[src/rtl/rcf_params.svh]
// Constants of the frequency slope protection stage: offsets, fields, resets, timing.
// Assumes a byte-addressed AXI4-Lite map and a protection tick of fixed period.
`ifndef RCF_PARAMS_SVH
`define RCF_PARAMS_SVH

////////////////////////////////////////////////////////////////////////////////
// Register byte offsets
`define RCF_ADDR_CTRL 8'h00
`define RCF_ADDR_STATUS 8'h04
`define RCF_ADDR_START_COUNT 8'h08
`define RCF_ADDR_TRIP_COUNT 8'h0C
`define RCF_ADDR_FAULT_MAX 8'h10
`define RCF_ADDR_ELAPSED_DELAY_PERCENT 8'h14
`define RCF_ADDR_SLOPE_MEAS 8'h18
// Setting window: base, group stride 0x10, field stride 0x04
`define RCF_SET_REGION 2'h1
`define RCF_FLD_SLOPE 2'h0
`define RCF_FLD_OPDLY 2'h1
`define RCF_FLD_MINDLY 2'h2

////////////////////////////////////////////////////////////////////////////////
// Control register fields
`define RCF_CTRL_GRP_LSB 0
`define RCF_CTRL_SRC_LSB 2
`define RCF_CTRL_SON_BIT 4
`define RCF_CTRL_SOFF_BIT 5
`define RCF_CTRL_TON_BIT 6
`define RCF_CTRL_TOFF_BIT 7
`define RCF_CTRL_RST 8'hF0

////////////////////////////////////////////////////////////////////////////////
// Setting units: slope in 0.01 Hz/s, delays in protection ticks
`define RCF_SLOPE_MIN 16'h0014
`define RCF_SLOPE_MAX 16'h03E8
`define RCF_SLOPE_RST 16'h01F4
`define RCF_DLY_MIN 16'h000E
`define RCF_DLY_MAX 16'h03E8
`define RCF_DLY_RST 16'h0032
`define RCF_SLOW_SLOPE 16'h0046
`define RCF_SLOW_FLOOR_TICKS 30
`define RCF_PCT_FULL 8'h64

////////////////////////////////////////////////////////////////////////////////
// Timing, in milliseconds and in protection ticks
`define RCF_TICK_MS 10
`define RCF_PICKUP_MS 80
`define RCF_START_MS 60
`define RCF_STABLE_MS 80
`define RCF_PICKUP_TICKS (`RCF_PICKUP_MS / `RCF_TICK_MS)
`define RCF_START_TICKS (`RCF_START_MS / `RCF_TICK_MS)
`define RCF_STABLE_TICKS (`RCF_STABLE_MS / `RCF_TICK_MS)

`endif

[src/rtl/rcf_pkg.sv]
// Types of the frequency slope protection stage.
// Assumes the constants header is included by each design file that needs it.
package rcf_pkg;

  // Stage condition
  typedef enum logic [1:0] {
    RCF_IDLE,
    RCF_PICKED,
    RCF_TRIPPED
  } rcf_state_t;

  // Source of the active setting group
  typedef enum logic [1:0] {
    RCF_SRC_MANUAL,
    RCF_SRC_DI,
    RCF_SRC_VI
  } rcf_src_t;

endpackage

[src/rtl/rcf_stage.sv]
// Frequency slope protection stage with AXI4-Lite register access.
// Assumes a one-cycle protection tick pulse and a signed averaged slope input.
//
// The placing of the registers and the AXI4-Lite slave port were chosen for this implementation.
`include "rcf_params.svh"

module rcf_stage #(
  parameter int SW = 16,
  parameter int FLOOR_TICKS = `RCF_SLOW_FLOOR_TICKS
) (
  // Clock and reset
  input wire logic mclk_in,
  input wire logic srst_in,
  // Measurement path
  input wire logic tick_in,
  input wire logic signed [SW-1:0] slope_in,
  // Setting group selectors
  input wire logic [1:0] grp_di_in,
  input wire logic [1:0] grp_vi_in,
  // AXI4-Lite write address and data
  input wire logic [7:0] s_axi_awaddr_in,
  input wire logic s_axi_awvalid_in,
  output logic s_axi_awready_out,
  input wire logic [31:0] s_axi_wdata_in,
  input wire logic [3:0] s_axi_wstrb_in,
  input wire logic s_axi_wvalid_in,
  output logic s_axi_wready_out,
  // AXI4-Lite write response
  output logic [1:0] s_axi_bresp_out,
  output logic s_axi_bvalid_out,
  input wire logic s_axi_bready_in,
  // AXI4-Lite read
  input wire logic [7:0] s_axi_araddr_in,
  input wire logic s_axi_arvalid_in,
  output logic s_axi_arready_out,
  output logic [31:0] s_axi_rdata_out,
  output logic [1:0] s_axi_rresp_out,
  output logic s_axi_rvalid_out,
  input wire logic s_axi_rready_in,
  // Stage outputs
  output logic start_out,
  output logic trip_out,
  output logic start_on_evt_out,
  output logic start_off_evt_out,
  output logic trip_on_evt_out,
  output logic trip_off_evt_out
);

  localparam logic [7:0] PICK_T = 8'(`RCF_PICKUP_TICKS);
  localparam logic [7:0] START_T = 8'(`RCF_START_TICKS);
  localparam logic [7:0] STABLE_T = 8'(`RCF_STABLE_TICKS);
  localparam logic [10:0] FLOOR_T = 11'(FLOOR_TICKS);
  localparam logic [1:0] OKAY = 2'h0;
  localparam logic [1:0] SLVERR = 2'h2;
  localparam logic [1:0] DECERR = 2'h3;

  rcf_pkg::rcf_state_t state_r, state_nxt;
  logic [7:0] ctrl_r;
  logic [1:0] act_grp_r;
  logic [1:0] scan_fld_r, scan_prev_r;
  logic [15:0] set_slope_r, set_opdly_r, set_mindly_r;
  logic [15:0] mem_a_data, mem_b_data;
  logic mem_wr_en;
  logic [15:0] abs_slope, meas_r;
  logic above;
  logic [7:0] hi_r, hi_nxt, lo_r, lo_nxt, sdly_r, sdly_nxt;
  logic [10:0] n_r, n_nxt, n_inc, minimum_delay_setting_eff;
  logic [31:0] sum_r, sum_nxt, sum_new, prod;
  logic [15:0] fmax_r, fmax_nxt, fault_max_r;
  logic start_r, start_nxt, trip_r, trip_nxt;
  logic pickup_now, release_now;
  logic [15:0] pend_r;
  logic [9:0] frac_r;
  logic [7:0] pct_r, elapsed_delay_percent_r;
  logic [31:0] start_count_r, trip_count_r;
  logic aw_rdy_r, w_rdy_r, bvalid_r, ar_rdy_r, rpend_r, rvalid_r;
  logic [7:0] aw_addr_r, ar_addr_r;
  logic [31:0] wdata_r, rdata_r;
  logic [3:0] wstrb_r;
  logic [1:0] bresp_r, rresp_r;
  logic wr_fire, set_hit, set_ok;
  logic [15:0] wval;

  ////////////////////////////////////////////////////////////////////////////////
  // Setting store and active group scan
  rcf_setmem #(
    .W(16),
    .GRPS(4)
  ) u_setmem (
    .mclk_in(mclk_in),
    .srst_in(srst_in),
    .wr_en_in(mem_wr_en),
    .wr_addr_in(aw_addr_r[5:2]),
    .wr_data_in(wval),
    .rd_a_addr_in({act_grp_r, scan_fld_r}),
    .rd_a_data_out(mem_a_data),
    .rd_b_addr_in(s_axi_araddr_in[5:2]),
    .rd_b_data_out(mem_b_data)
  );

  // Active group from the selected source
  always_ff @(posedge mclk_in) begin
    if (srst_in) begin
      act_grp_r <= 2'h0;
    end else begin
      case (rcf_pkg::rcf_src_t'(ctrl_r[`RCF_CTRL_SRC_LSB +: 2]))
        rcf_pkg::RCF_SRC_DI: act_grp_r <= grp_di_in;
        rcf_pkg::RCF_SRC_VI: act_grp_r <= grp_vi_in;
        default: act_grp_r <= ctrl_r[`RCF_CTRL_GRP_LSB +: 2];
      endcase
    end
  end

  // Shadow copy of the active group's three settings, refreshed round-robin
  always_ff @(posedge mclk_in) begin
    if (srst_in) begin
      scan_fld_r <= `RCF_FLD_SLOPE;
      scan_prev_r <= `RCF_FLD_SLOPE;
      set_slope_r <= `RCF_SLOPE_RST;
      set_opdly_r <= `RCF_DLY_RST;
      set_mindly_r <= `RCF_DLY_RST;
    end else begin
      scan_fld_r <= (scan_fld_r == `RCF_FLD_MINDLY) ? `RCF_FLD_SLOPE : scan_fld_r + 2'h1;
      scan_prev_r <= scan_fld_r;
      case (scan_prev_r)
        `RCF_FLD_SLOPE: set_slope_r <= mem_a_data;
        `RCF_FLD_OPDLY: set_opdly_r <= mem_a_data;
        default: set_mindly_r <= mem_a_data;
      endcase
    end
  end

  ////////////////////////////////////////////////////////////////////////////////
  // Slope magnitude and derived trip terms
  assign abs_slope = slope_in[SW-1] ? 16'(-slope_in) : 16'(slope_in);
  assign above = abs_slope > set_slope_r;
  assign n_inc = (n_r == 11'h7FF) ? n_r : n_r + 11'h001;
  assign sum_new = sum_r + {16'h0000, abs_slope};
  assign prod = 32'(set_slope_r[9:0]) * 32'(set_opdly_r[9:0]);

  // Minimum delay, raised for very sensitive slope settings
  always_comb begin
    minimum_delay_setting_eff = set_mindly_r[10:0];
    if ((set_slope_r < `RCF_SLOW_SLOPE) && (minimum_delay_setting_eff < FLOOR_T)) begin
      minimum_delay_setting_eff = FLOOR_T;
    end
  end

  ////////////////////////////////////////////////////////////////////////////////
  // Stage sequence, evaluated once per protection tick
  always_comb begin
    state_nxt = state_r;
    hi_nxt = hi_r;
    lo_nxt = lo_r;
    sdly_nxt = sdly_r;
    n_nxt = n_r;
    sum_nxt = sum_r;
    fmax_nxt = fmax_r;
    start_nxt = start_r;
    trip_nxt = trip_r;
    pickup_now = 1'b0;
    release_now = 1'b0;
    if (tick_in) begin
      case (state_r)
        rcf_pkg::RCF_IDLE: begin
          if (!above) begin
            hi_nxt = 8'h00;
          end else if (hi_r == PICK_T - 8'h01) begin
            state_nxt = rcf_pkg::RCF_PICKED;
            pickup_now = 1'b1;
            hi_nxt = 8'h00;
            lo_nxt = 8'h00;
            sdly_nxt = 8'h00;
            n_nxt = 11'h000;
            sum_nxt = 32'h00000000;
            fmax_nxt = abs_slope;
          end else begin
            hi_nxt = hi_r + 8'h01;
          end
        end
        rcf_pkg::RCF_PICKED, rcf_pkg::RCF_TRIPPED: begin
          n_nxt = n_inc;
          sum_nxt = sum_new;
          if (abs_slope > fmax_r) begin
            fmax_nxt = abs_slope;
          end
          lo_nxt = above ? 8'h00 : ((lo_r == 8'hFF) ? lo_r : lo_r + 8'h01);
          if (!start_r) begin
            sdly_nxt = sdly_r + 8'h01;
            if (sdly_r == START_T - 8'h01) begin
              start_nxt = 1'b1;
            end
          end
          // Trip: inverse once sum reaches s_set*t_set, at the delay itself only once sum exceeds it
          if ((state_r == rcf_pkg::RCF_PICKED) && (n_inc >= minimum_delay_setting_eff) &&
              (n_inc <= set_opdly_r[10:0])) begin
            if ((n_inc == set_opdly_r[10:0]) ? (sum_new > prod) : (sum_new >= prod)) begin
              state_nxt = rcf_pkg::RCF_TRIPPED;
              trip_nxt = 1'b1;
            end
          end
          // Release only after a stable spell and an elapsed delay or trip
          if ((lo_nxt >= STABLE_T) &&
              ((state_r == rcf_pkg::RCF_TRIPPED) || (n_inc >= set_opdly_r[10:0]))) begin
            state_nxt = rcf_pkg::RCF_IDLE;
            release_now = 1'b1;
            start_nxt = 1'b0;
            trip_nxt = 1'b0;
          end
        end
        default: state_nxt = rcf_pkg::RCF_IDLE;
      endcase
    end
  end

  // Sequence registers
  always_ff @(posedge mclk_in) begin
    if (srst_in) begin
      state_r <= rcf_pkg::RCF_IDLE;
      hi_r <= 8'h00;
      lo_r <= 8'h00;
      sdly_r <= 8'h00;
      n_r <= 11'h000;
      sum_r <= 32'h00000000;
      fmax_r <= 16'h0000;
      start_r <= 1'b0;
      trip_r <= 1'b0;
      meas_r <= 16'h0000;
    end else begin
      state_r <= state_nxt;
      hi_r <= hi_nxt;
      lo_r <= lo_nxt;
      sdly_r <= sdly_nxt;
      n_r <= n_nxt;
      sum_r <= sum_nxt;
      fmax_r <= fmax_nxt;
      start_r <= start_nxt;
      trip_r <= trip_nxt;
      if (tick_in) begin
        meas_r <= abs_slope;
      end
    end
  end

  ////////////////////////////////////////////////////////////////////////////////
  // Elapsed percent: 100 units per tick, drained one per clock against t_set
  always_ff @(posedge mclk_in) begin
    if (srst_in || pickup_now) begin
      pend_r <= 16'h0000;
      frac_r <= 10'h000;
      pct_r <= 8'h00;
    end else begin
      pend_r <= pend_r + ((tick_in && (state_r != rcf_pkg::RCF_IDLE)) ? 16'h0064 : 16'h0000)
                - ((pend_r != 16'h0000) ? 16'h0001 : 16'h0000);
      if (pend_r != 16'h0000) begin
        if (frac_r + 10'h001 >= set_opdly_r[9:0]) begin
          frac_r <= 10'h000;
          pct_r <= (pct_r == 8'hFF) ? pct_r : pct_r + 8'h01;
        end else begin
          frac_r <= frac_r + 10'h001;
        end
      end
    end
  end

  // Fault records taken at release
  always_ff @(posedge mclk_in) begin
    if (srst_in) begin
      fault_max_r <= 16'h0000;
      elapsed_delay_percent_r <= 8'h00;
    end else if (release_now) begin
      fault_max_r <= fmax_nxt;
      elapsed_delay_percent_r <= trip_r ? `RCF_PCT_FULL : pct_r;
    end
  end

  // Start and trip counters; a clear in the same cycle as an increment leaves a count of 1
  always_ff @(posedge mclk_in) begin
    if (srst_in) begin
      start_count_r <= 32'h00000000;
      trip_count_r <= 32'h00000000;
    end else begin
      if (start_nxt && !start_r) begin
        start_count_r <= (wr_fire && (aw_addr_r == `RCF_ADDR_START_COUNT)) ?
                         32'h00000001 : start_count_r + 32'h00000001;
      end else if (wr_fire && (aw_addr_r == `RCF_ADDR_START_COUNT)) begin
        start_count_r <= 32'h00000000;
      end
      if (trip_nxt && !trip_r) begin
        trip_count_r <= (wr_fire && (aw_addr_r == `RCF_ADDR_TRIP_COUNT)) ?
                        32'h00000001 : trip_count_r + 32'h00000001;
      end else if (wr_fire && (aw_addr_r == `RCF_ADDR_TRIP_COUNT)) begin
        trip_count_r <= 32'h00000000;
      end
    end
  end

  // Gated event pulses
  always_ff @(posedge mclk_in) begin
    if (srst_in) begin
      start_on_evt_out <= 1'b0;
      start_off_evt_out <= 1'b0;
      trip_on_evt_out <= 1'b0;
      trip_off_evt_out <= 1'b0;
    end else begin
      start_on_evt_out <= ctrl_r[`RCF_CTRL_SON_BIT] && start_nxt && !start_r;
      start_off_evt_out <= ctrl_r[`RCF_CTRL_SOFF_BIT] && !start_nxt && start_r;
      trip_on_evt_out <= ctrl_r[`RCF_CTRL_TON_BIT] && trip_nxt && !trip_r;
      trip_off_evt_out <= ctrl_r[`RCF_CTRL_TOFF_BIT] && !trip_nxt && trip_r;
    end
  end

  ////////////////////////////////////////////////////////////////////////////////
  // AXI4-Lite write decode and range checks
  assign wr_fire = !aw_rdy_r && !w_rdy_r && !bvalid_r;
  assign wval = wdata_r[15:0];
  assign set_hit = (aw_addr_r[7:6] == `RCF_SET_REGION) && (aw_addr_r[3:2] != 2'h3);
  always_comb begin
    if (wstrb_r[1:0] != 2'h3) begin
      set_ok = 1'b0;
    end else if (aw_addr_r[3:2] == `RCF_FLD_SLOPE) begin
      set_ok = (wval >= `RCF_SLOPE_MIN) && (wval <= `RCF_SLOPE_MAX);
    end else begin
      set_ok = (wval >= `RCF_DLY_MIN) && (wval <= `RCF_DLY_MAX);
    end
  end
  assign mem_wr_en = wr_fire && set_hit && set_ok && (aw_addr_r[1:0] == 2'h0);

  // Write channels, one write under way at a time
  always_ff @(posedge mclk_in) begin
    if (srst_in) begin
      aw_rdy_r <= 1'b1;
      w_rdy_r <= 1'b1;
      bvalid_r <= 1'b0;
      bresp_r <= OKAY;
      aw_addr_r <= 8'h00;
      wdata_r <= 32'h00000000;
      wstrb_r <= 4'h0;
      ctrl_r <= `RCF_CTRL_RST;
    end else begin
      if (aw_rdy_r && s_axi_awvalid_in) begin
        aw_rdy_r <= 1'b0;
        aw_addr_r <= s_axi_awaddr_in;
      end
      if (w_rdy_r && s_axi_wvalid_in) begin
        w_rdy_r <= 1'b0;
        wdata_r <= s_axi_wdata_in;
        wstrb_r <= s_axi_wstrb_in;
      end
      if (wr_fire) begin
        bvalid_r <= 1'b1;
        if (set_hit) begin
          bresp_r <= mem_wr_en ? OKAY : SLVERR;
        end else begin
          case (aw_addr_r)
            `RCF_ADDR_CTRL: begin
              bresp_r <= OKAY;
              if (wstrb_r[0]) begin
                ctrl_r <= wdata_r[7:0];
              end
            end
            `RCF_ADDR_START_COUNT, `RCF_ADDR_TRIP_COUNT: bresp_r <= OKAY;
            `RCF_ADDR_STATUS, `RCF_ADDR_FAULT_MAX, `RCF_ADDR_ELAPSED_DELAY_PERCENT,
            `RCF_ADDR_SLOPE_MEAS: bresp_r <= SLVERR;
            default: bresp_r <= DECERR;
          endcase
        end
      end
      if (bvalid_r && s_axi_bready_in) begin
        bvalid_r <= 1'b0;
        aw_rdy_r <= 1'b1;
        w_rdy_r <= 1'b1;
      end
    end
  end

  ////////////////////////////////////////////////////////////////////////////////
  // Read channel: address taken, data and rvalid one cycle later
  always_ff @(posedge mclk_in) begin
    if (srst_in) begin
      ar_rdy_r <= 1'b1;
      rpend_r <= 1'b0;
      rvalid_r <= 1'b0;
      ar_addr_r <= 8'h00;
      rdata_r <= 32'h00000000;
      rresp_r <= OKAY;
    end else begin
      if (ar_rdy_r && s_axi_arvalid_in) begin
        ar_rdy_r <= 1'b0;
        rpend_r <= 1'b1;
        ar_addr_r <= s_axi_araddr_in;
      end
      if (rpend_r) begin
        rpend_r <= 1'b0;
        rvalid_r <= 1'b1;
        rresp_r <= OKAY;
        if ((ar_addr_r[7:6] == `RCF_SET_REGION) && (ar_addr_r[3:2] != 2'h3)) begin
          rdata_r <= {16'h0000, mem_b_data};
        end else begin
          case (ar_addr_r)
            `RCF_ADDR_CTRL: rdata_r <= {24'h000000, ctrl_r};
            `RCF_ADDR_STATUS: rdata_r <= {26'h0000000, act_grp_r, 1'b0,
                                          state_r != rcf_pkg::RCF_IDLE, trip_r, start_r};
            `RCF_ADDR_START_COUNT: rdata_r <= start_count_r;
            `RCF_ADDR_TRIP_COUNT: rdata_r <= trip_count_r;
            `RCF_ADDR_FAULT_MAX: rdata_r <= {16'h0000, fault_max_r};
            `RCF_ADDR_ELAPSED_DELAY_PERCENT: rdata_r <= {24'h000000, elapsed_delay_percent_r};
            `RCF_ADDR_SLOPE_MEAS: rdata_r <= {16'h0000, meas_r};
            default: begin
              rdata_r <= 32'h00000000;
              rresp_r <= DECERR;
            end
          endcase
        end
      end
      if (rvalid_r && s_axi_rready_in) begin
        rvalid_r <= 1'b0;
        ar_rdy_r <= 1'b1;
      end
    end
  end

  ////////////////////////////////////////////////////////////////////////////////
  // Output drive
  assign s_axi_awready_out = aw_rdy_r;
  assign s_axi_wready_out = w_rdy_r;
  assign s_axi_bvalid_out = bvalid_r;
  assign s_axi_bresp_out = bresp_r;
  assign s_axi_arready_out = ar_rdy_r;
  assign s_axi_rvalid_out = rvalid_r;
  assign s_axi_rdata_out = rdata_r;
  assign s_axi_rresp_out = rresp_r;
  assign start_out = start_r;
  assign trip_out = trip_r;

endmodule

[src/rtl/rcf_setmem.sv]
// Setting group store: groups of four 16-bit words, one write and two read ports.
// Assumes one synchronous clock; read data appear one edge after the address.
`include "rcf_params.svh"

module rcf_setmem #(
  parameter int W = 16,
  parameter int GRPS = 4,
  parameter logic [W-1:0] RST_SLOPE = `RCF_SLOPE_RST,
  parameter logic [W-1:0] RST_DLY = `RCF_DLY_RST
) (
  // Clock and reset
  input wire logic mclk_in,
  input wire logic srst_in,
  // Write port
  input wire logic wr_en_in,
  input wire logic [$clog2(GRPS*4)-1:0] wr_addr_in,
  input wire logic [W-1:0] wr_data_in,
  // Read port A
  input wire logic [$clog2(GRPS*4)-1:0] rd_a_addr_in,
  output logic [W-1:0] rd_a_data_out,
  // Read port B
  input wire logic [$clog2(GRPS*4)-1:0] rd_b_addr_in,
  output logic [W-1:0] rd_b_data_out
);

  localparam int N = GRPS * 4;
  localparam int AW = $clog2(N);

  logic [W-1:0] mem_r [N];

  ////////////////////////////////////////////////////////////////////////////////
  // One word per entry, slope default in field 0, delay default elsewhere
  for (genvar i = 0; i < N; i++) begin : g_ent
    always_ff @(posedge mclk_in) begin
      if (srst_in) begin
        mem_r[i] <= ((i % 4) == 0) ? RST_SLOPE : RST_DLY;
      end else if (wr_en_in && (wr_addr_in == AW'(i))) begin
        mem_r[i] <= wr_data_in;
      end
    end
  end

  ////////////////////////////////////////////////////////////////////////////////
  // Registered reads; port A resets to the slope default its first reader expects
  always_ff @(posedge mclk_in) begin
    if (srst_in) begin
      rd_a_data_out <= RST_SLOPE;
      rd_b_data_out <= '0;
    end else begin
      rd_a_data_out <= mem_r[rd_a_addr_in];
      rd_b_data_out <= mem_r[rd_b_addr_in];
    end
  end

endmodule

[config.mk]
export PLATFORM = sky130hd
export DESIGN_NAME = rcf_stage
export DESIGN_NICKNAME = d
export VERILOG_FILES = /design/src/rtl/rcf_pkg.sv /design/src/rtl/rcf_stage.sv /design/src/rtl/rcf_setmem.sv
export VERILOG_INCLUDE_DIRS = /design/src /design/src/rtl
export SDC_FILE = /design/constraint.sdc
export NUM_CORES = 2
export LEC_CHECK = 0
export BUFFER_PORTS_ARGS = -buffer_cell sky130_fd_sc_hd__buf_2
export CAP_MARGIN = 20
export CORE_ASPECT_RATIO = 2
export CORE_MARGIN = 4
export CORE_UTILIZATION = 40
export DETAILED_ROUTE_END_ITERATION = 10
export PLACE_DENSITY = 0.62
export SLEW_MARGIN = 20
export SYNTH_ARGS = -nofsm -noshare
export SYNTH_HDL_FRONTEND = slang
export SYNTH_SLANG_ARGS = --single-unit
[constraint.sdc]
create_clock -name mclk_in -period 8 [get_ports mclk_in]
set_clock_uncertainty 0.2 [all_clocks]
set_input_delay 0.4 -clock mclk_in [delete_from_list [all_inputs] [get_ports mclk_in]]
set_output_delay 0.4 -clock mclk_in [all_outputs]
set_load 0.1 [all_outputs]
; ---- After elaboration in Yosys (flattened, before gate mapping)
; Memory sizes are Yosys's and may differ from the RTL's. A register that Yosys moved wholly into a read port is not among the register bits.
; Index checks and enable logic that the tools add are counted.
[classes]
n_mux = 134
bitwise_logic = 18
reduce_logical = 83
n_mul = 1
n_eq_ne = 49
order_cmp = 14
add_sub_neg = 13
[op_table]
columns = op, n
row1 = $mux W16, 21
row2 = $mux W32, 9
row3 = $pmux W32 S7, 1
row4 = $mux W1, 72
row5 = $add A32 B1 Y32 const B, 2
row6 = $mux W8, 8
row7 = $pmux W32 S2, 1
row8 = $eq A8 B5 Y1 const B, 6
row9 = $logic_and A1 B1 Y1, 47
row10 = $mux W11, 4
row11 = $add A32 B16 Y32, 1
row12 = $add A8 B1 Y8 const B, 4
row13 = $eq A4 B4 Y1 const B, 8
row14 = $eq A8 B3 Y1 const B, 4
row15 = $eq A8 B4 Y1 const B, 4
row16 = $ge A32 B20 Y1, 1
row17 = $gt A16 B16 Y1, 2
row18 = $gt A32 B20 Y1, 1
row19 = $pmux W16 S2, 1
row20 = $pmux W8 S2, 2
row21 = $ge A11 B11 Y1, 2
row22 = $pmux W11 S2, 1
row23 = $mul A10 B10 Y20, 1
row24 = $mux W2, 9
row25 = 44 further kinds, 100
[word_totals]
ramBits = 256
memories = 1
elab_cells = 354
out_inout_bits = 47
register_bits = 357
in_bits = 80
[memory_table]
columns = name, words, word_bits, read_ports, rd_clocked_by_memory_dff, write_ports, line_no
row1 = u_setmem.mem_r, 16, 16, 2, 2, 16, rcf_setmem.sv:29  ; logic [W-1:0] mem_r [N];

; ---- Logic depth before layout (Yosys ltp)
[depth]
word_depth = 13
depth_mapped = 33
mapped_depth_nobuf = 30

; ---- Cells and area by module
; Synthesis repeated with hierarchy kept, for this count alone.
[unflattened]
cells_unflattened = 3777
area_unflattened_um2 = 37374.6
[modules_own_cells]
columns = module, seq_area_each_um2, area_per_inst_um2, instances, cells_per_inst
row1 = rcf_stage, 7126.8, 22833.1, 1, 2819
row2 = rcf_setmem, 8328.0, 14541.4, 1, 958

; ---- Least setup slack after synthesis
; No wires, ideal clock.
[synth_timing]
path_type = register to register
from = register set_opdly_r[3]
to = register trip_count_r[1]
setup_ns = 0.070
path_stages_with_launch = 31
period_less_slack_ns = 7.252
n_path_buf = 3
required_ns = 7.730
slack_ns = 0.748
t_arrival_ns = 6.982
path_cell_list = dfxtp_1 -> clkbuf_1 -> nand2_1 -> fa_1 -> inv_1 -> fa_1 -> inv_1 -> fa_1 -> inv_1 -> fa_1 -> fa_1 -> ha_1 -> o41ai_1 -> o21ai_0 -> nand2b_1 -> a31o_2 -> nor2_1 -> xor2_1 -> ha_1 -> a21o_1 -> a21o_1 -> a21oi_1 -> o21ai_0 -> o21ai_0 -> and4b_1 -> o2111ai_1 -> o2111ai_4 -> buf_2 -> buf_6 -> o21ai_1 -> a21oi_1
[synth_via]
elab_chain_cells = 10
elab_cells_between_ends = 18
classes_between = 1 x mul / 4 x order compare / 1 x eq/ne / 7 x mux / 5 x reduce/logical
[synth_rtl]
columns = item, line_no
row1 = from (decl), rcf_stage.sv:61  ; logic [15:0] set_slope_r, set_opdly_r, set_mindly_r;
row2 = from (signal assigned), rcf_stage.sv:120  ; set_opdly_r <= `RCF_DLY_RST;
row3 = from (signal assigned), rcf_stage.sv:127  ; `RCF_FLD_OPDLY: set_opdly_r <= mem_a_data;
row4 = $mul A10 B10 Y20, rcf_stage.sv:139  ; assign prod = 32'(set_slope_r[9:0]) * 32'(set_opdly_r[9:0]);
row5 = $ge A32 B20 Y1 / $gt A32 B20 Y1 (equally long branches), rcf_stage.sv:197  ; if ((n_inc == set_opdly_r[10:0]) ? (sum_new > prod) : (sum_new >= prod)) begin
row6 = $mux W1 (2 in a row), rcf_stage.sv:197
row7 = $mux W1, rcf_stage.sv:195  ; if ((state_r == rcf_pkg::RCF_PICKED) && (n_inc >= minimum_delay_setting_eff) &&
row8 = $mux W1 *, rcf_stage.sv:203  ; if ((lo_nxt >= STABLE_T) &&
row9 = $mux W1 *, rcf_stage.sv:164  ; case (state_r)
row10 = $mux W1 *, rcf_stage.sv:163  ; if (tick_in) begin
row11 = $logic_and A1 B1 Y1 *, rcf_stage.sv:289  ; if (trip_nxt && !trip_r) begin
row12 = $mux W32 / $reduce_bool A2 Y1 (equally long branches), -
row13 = to (signal assigned), rcf_stage.sv:290  ; trip_count_r <= (wr_fire && (aw_addr_r == `RCF_ADDR_TRIP_COUNT)) ?
row14 = to (decl), rcf_stage.sv:75  ; logic [31:0] start_count_r, trip_count_r;
; Every way passes the cells marked *; elsewhere a longest branch is shown, timed or not.
; A chain may end at the register's enable or synchronous reset.

; ---- Final worst setup path
[layout_timing]
from = register set_slope_r[5]
to = register trip_count_r[16]
[layout_via]
elab_chain_cells = 12
elab_cells_between_ends = 22
classes_between = 1 x mul / 6 x order compare / 9 x mux / 6 x reduce/logical
[layout_rtl]
columns = item, line_no
row1 = from (decl), rcf_stage.sv:61
row2 = from (signal assigned), rcf_stage.sv:119  ; set_slope_r <= `RCF_SLOPE_RST;
row3 = from (signal assigned), rcf_stage.sv:126  ; `RCF_FLD_SLOPE: set_slope_r <= mem_a_data;
row4 = branches (longest 7 deep; another with $ge A32 B20 Y1), -
row5 = $mux W1 *, rcf_stage.sv:203
row6 = $mux W1 *, rcf_stage.sv:164
row7 = $mux W1 *, rcf_stage.sv:163
row8 = $logic_and A1 B1 Y1 *, rcf_stage.sv:289
row9 = $mux W32 / $reduce_bool A2 Y1 (equally long branches), -
; Mark *: on every way between the ends.

==> metrics.md <==
| Metric | Value |
|---|---|
| Status | `finished, final reports clean` |
| Die area | `94800 µm²` |
| Syn Area/Cell | `10.4 µm²` |
| WL met2 | `roughly 60 mm` |
| First-pass DRT Iterations | `5` |
| Distinct cells, synth | `80` |
| Initial antenna violation count | `5` |
| Wirelength per Cell | `22.7 µm` |
| Post-synth EDFFs | `256` |
| Sink Count | `644` |
| Peak supply drop | `362 µV` |
| Syn Inst Count | `between 3000 and 4000` |
| Synthesized area | `35900 µm²` |
| Initial DRC count | `between 1500 and 2000` |
| Critical Path End Type | `register` |
| Core box area | `89000 µm²` |
| Clock Root Buffer | `clkbuf_16` |
| Top cell type's share of synthesized area | `0.217` |
| First-pass GRT wire length | `167 mm` |
| Grt ovf | `0` |
| Fill count | `about 8200` |
| Tot GR Track Use | `0.231` |
| Fmax | `around 130 MHz` |
| Vias per cell | `5.60` |
| CP startpoint kind | `register` |
| Initial Util | `0.403` |
| Area contributors post-synth | `dfxtp_1 22%, edfxtp_1 21%, mux4_2 10%` |
| CTS tree | `done` |
| Top-count cell post-synth | `dfxtp_1` |
| Port bufs | `108` |
| P&R area growth vs syn | `15.1%` |
| Fraction of the yosys area taken by sequential cells | `0.431` |
| Placer Congestion | `roughly 0.95` |
| Share of layout cells above drive strength 1 | `0.156` |
| WL met3 | `5.15 mm` |
| TritonCTS Buffers | `56` |
| DR vias | `27700` |
| Critical path arrival | `8.10 ns` |
| # H-tree levels | `2` |
| Final Hold Fails | `0` |
| DP HPWL | `82.0 mm` |
| Wirelength, routed | `112 mm` |
| Final Util | `0.464` |
| Critical Path Slowest Stage Cell | `fa_1` |
| Commonest cells post-synth | `388 x dfxtp_1, 334 x nand2_1, 314 x nor2_1, 256 x edfxtp_1, 194 x ha_1` |
| CP max stage delay | `around 0.54 ns` |
| Crit-path most repeated cell | `fa_1` |
| Setup_tns | `0 ns` |
| Ratio of final minimum period to clock period | `0.972` |
| Post-route ant nets | `0` |
| Synth Warn # | `0` |
| Fin. max-slew vios | `0` |
| Clock Pin Slew Worst Setup and Hold Paths | `0.07 ns` |
| Largest net degree at the start of global routing | `74` |
| Static Leak | `0.0155 µW` |
| Yosys top cell by area | `dfxtp_1` |
| FFs w/ async S/R, synth | `0` |
| Vias in the first global route | `28100` |
| Worst Hold Class | `in2reg` |
| WL met1 | `36.7 mm` |
| Clk buf depth | `3` |
| Flops & latches, synth | `644` |
| Worst Max-Slew Pin Slew | `1.22 ns` |
| Worst skew pair latency | `0.64 ns` |
| # DRC | `0` |
| Final Instance Area | `roughly 41000 µm²` |
| Row count | `155` |
| Max-Cap Viols | `0` |
| Crit path kind | `reg2reg` |
| Final setup viols | `0` |
| Worst rel slew slack | `0.181` |
| Final nets | `slightly above 4000` |
| Worst-path maximum fanout | `13` |
| Synth Flop Type | `dfxtp_1` |
| IO Pins | `127` |
| Critical Path RT | `8.32 ns` |
| P per Cell Area | `244 nW/µm²` |
| Die height | `431 µm` |
| Die Span X | `220 µm` |
| Final min period | `7.77 ns` |
| Top Layer Used | `met5` |
| Placed cell areas | `38700 µm²` |
layer usage:
layer | GRT usage | vias up
li1 | - | 12900
met5 | 0 | -
met3 | 0.0239 | 358
met4 | 0.172 | 2
met1 | 0.229 | 13500
met2 | 0.435 | 872
state kept, by name, summed over array words and instances, names as in the netlist, 10 cells and up:
register / count
n_r: 11
meas_r: 16
u_setmem.rd_a_data_out: 16
frac_r: 10
start_count_r: 32
pend_r: 16
u_setmem.rd_b_data_out: 16
set_slope_r: 16
wdata_r: 16
s_axi_rdata_out: 32
fmax_r: 16
sum_r: 32
set_mindly_r: 11
trip_count_r: 32
set_opdly_r: 11
u_setmem.mem_r: 256
fault_max_r: 16
layout by cell type (no fill, tap or decap), types with 60 or more instances in the layout:
cell type  count
xnor2_1       60
fa_1          64
nand2_1      334
nand3_1      106
a21oi_1      178
edfxtp_1     256
nor2_1       311
dfxtp_1      373
and2_1       132
ha_1         191
o21ai_0       96
mux4_2       160
inv_1        157
buf_4        107
buf_2        106
conb_1       136
mux2i_1       82
kinds of logic after synthesis:
group,share of synthesized area
and+or+nand+nor,0.167
adders and majority gates,0.103
other,0.000209
DFF,0.431
buffers and inverters,0.0384
muxes,0.124
xor gates and xnor gates,0.0291
AOI/OAI and AO/OA,0.107
area by class of cell:
cell class / instances / area, µm² / share of cell area
Clock buffer: 83 / 1610 / 0.0391
Inverter: 167 / 627 / 0.0152
Timing Repair Buffer: 272 / 1990 / 0.0481
Tap cell: 1177 / 1470 / 0.0357
Antenna cell: 4 / 10.0 / 0.000242
Sequential cell: 644 / 15500 / 0.375
Clock inverter: 21 / 229 / 0.00555
Multi-Input combinational cell: 2578 / 19900 / 0.481
through the flow:
step                hold slack, ns  cells  worst slack, ns  power, µW
floorplan                    0.217   3583            0.748       6120
global placement             0.234   4777           0.0508       7120
detailed placement           0.240   4779          -0.0924       7210
CTS                         0.0950   4935           0.0110      10000
global route                 0.144   4943         -0.00950      10700
finish                       0.124   4946            0.226      10100
report_power, final:
group / internal [µW] / switching, µW
clock: 1500 / 1290
sequential: 3580 / 140
combinational: 1620 / 1960
total: 6700 / 3390
final timing paths:
path | startpoint | end | slack [ns] | cells past startpoint
worst max-delay path | set_slope_r[5]$_SDFFE_PP1P_ | trip_count_r[16]$_SDFFE_PP0P_ | 0.23 | 30
worst min-delay path | slope_in[14] | meas_r[15]$_SDFFE_PP0P_ | 0.12 | 5
worst max register to register | set_slope_r[5]$_SDFFE_PP1P_ | trip_count_r[16]$_SDFFE_PP0P_ | 0.23 | 30
worst min register to register | s_axi_rdata_out[18]$_SDFFE_PP0P_ | s_axi_rdata_out[18]$_SDFFE_PP0P_ | 0.25 | 2
repair_timing:
action | in CTS | in global routing
hold buffers | 52 | 0
resized for setup | 1 | 40
buffers inserted | 0 | 2
endpoints found under the setup margin | 36 | 36
hold endpoints to repair | 54 | 0
pin swaps | 0 | 11
cloned | 0 | 4
critical path, delay by kind of cell (launching register included):
family | cells | cell delay [ns]
AOI/OAI and AO/OA | 14 | 2.72
xor gates and xnor gates | 1 | 0.17
adders and majority gates | 7 | 3.13
buffers and inverters | 6 | 0.80
DFF | 1 | 0.38
and+or+nand+nor | 2 | 0.28
Power figures use the tool's default switching activity.
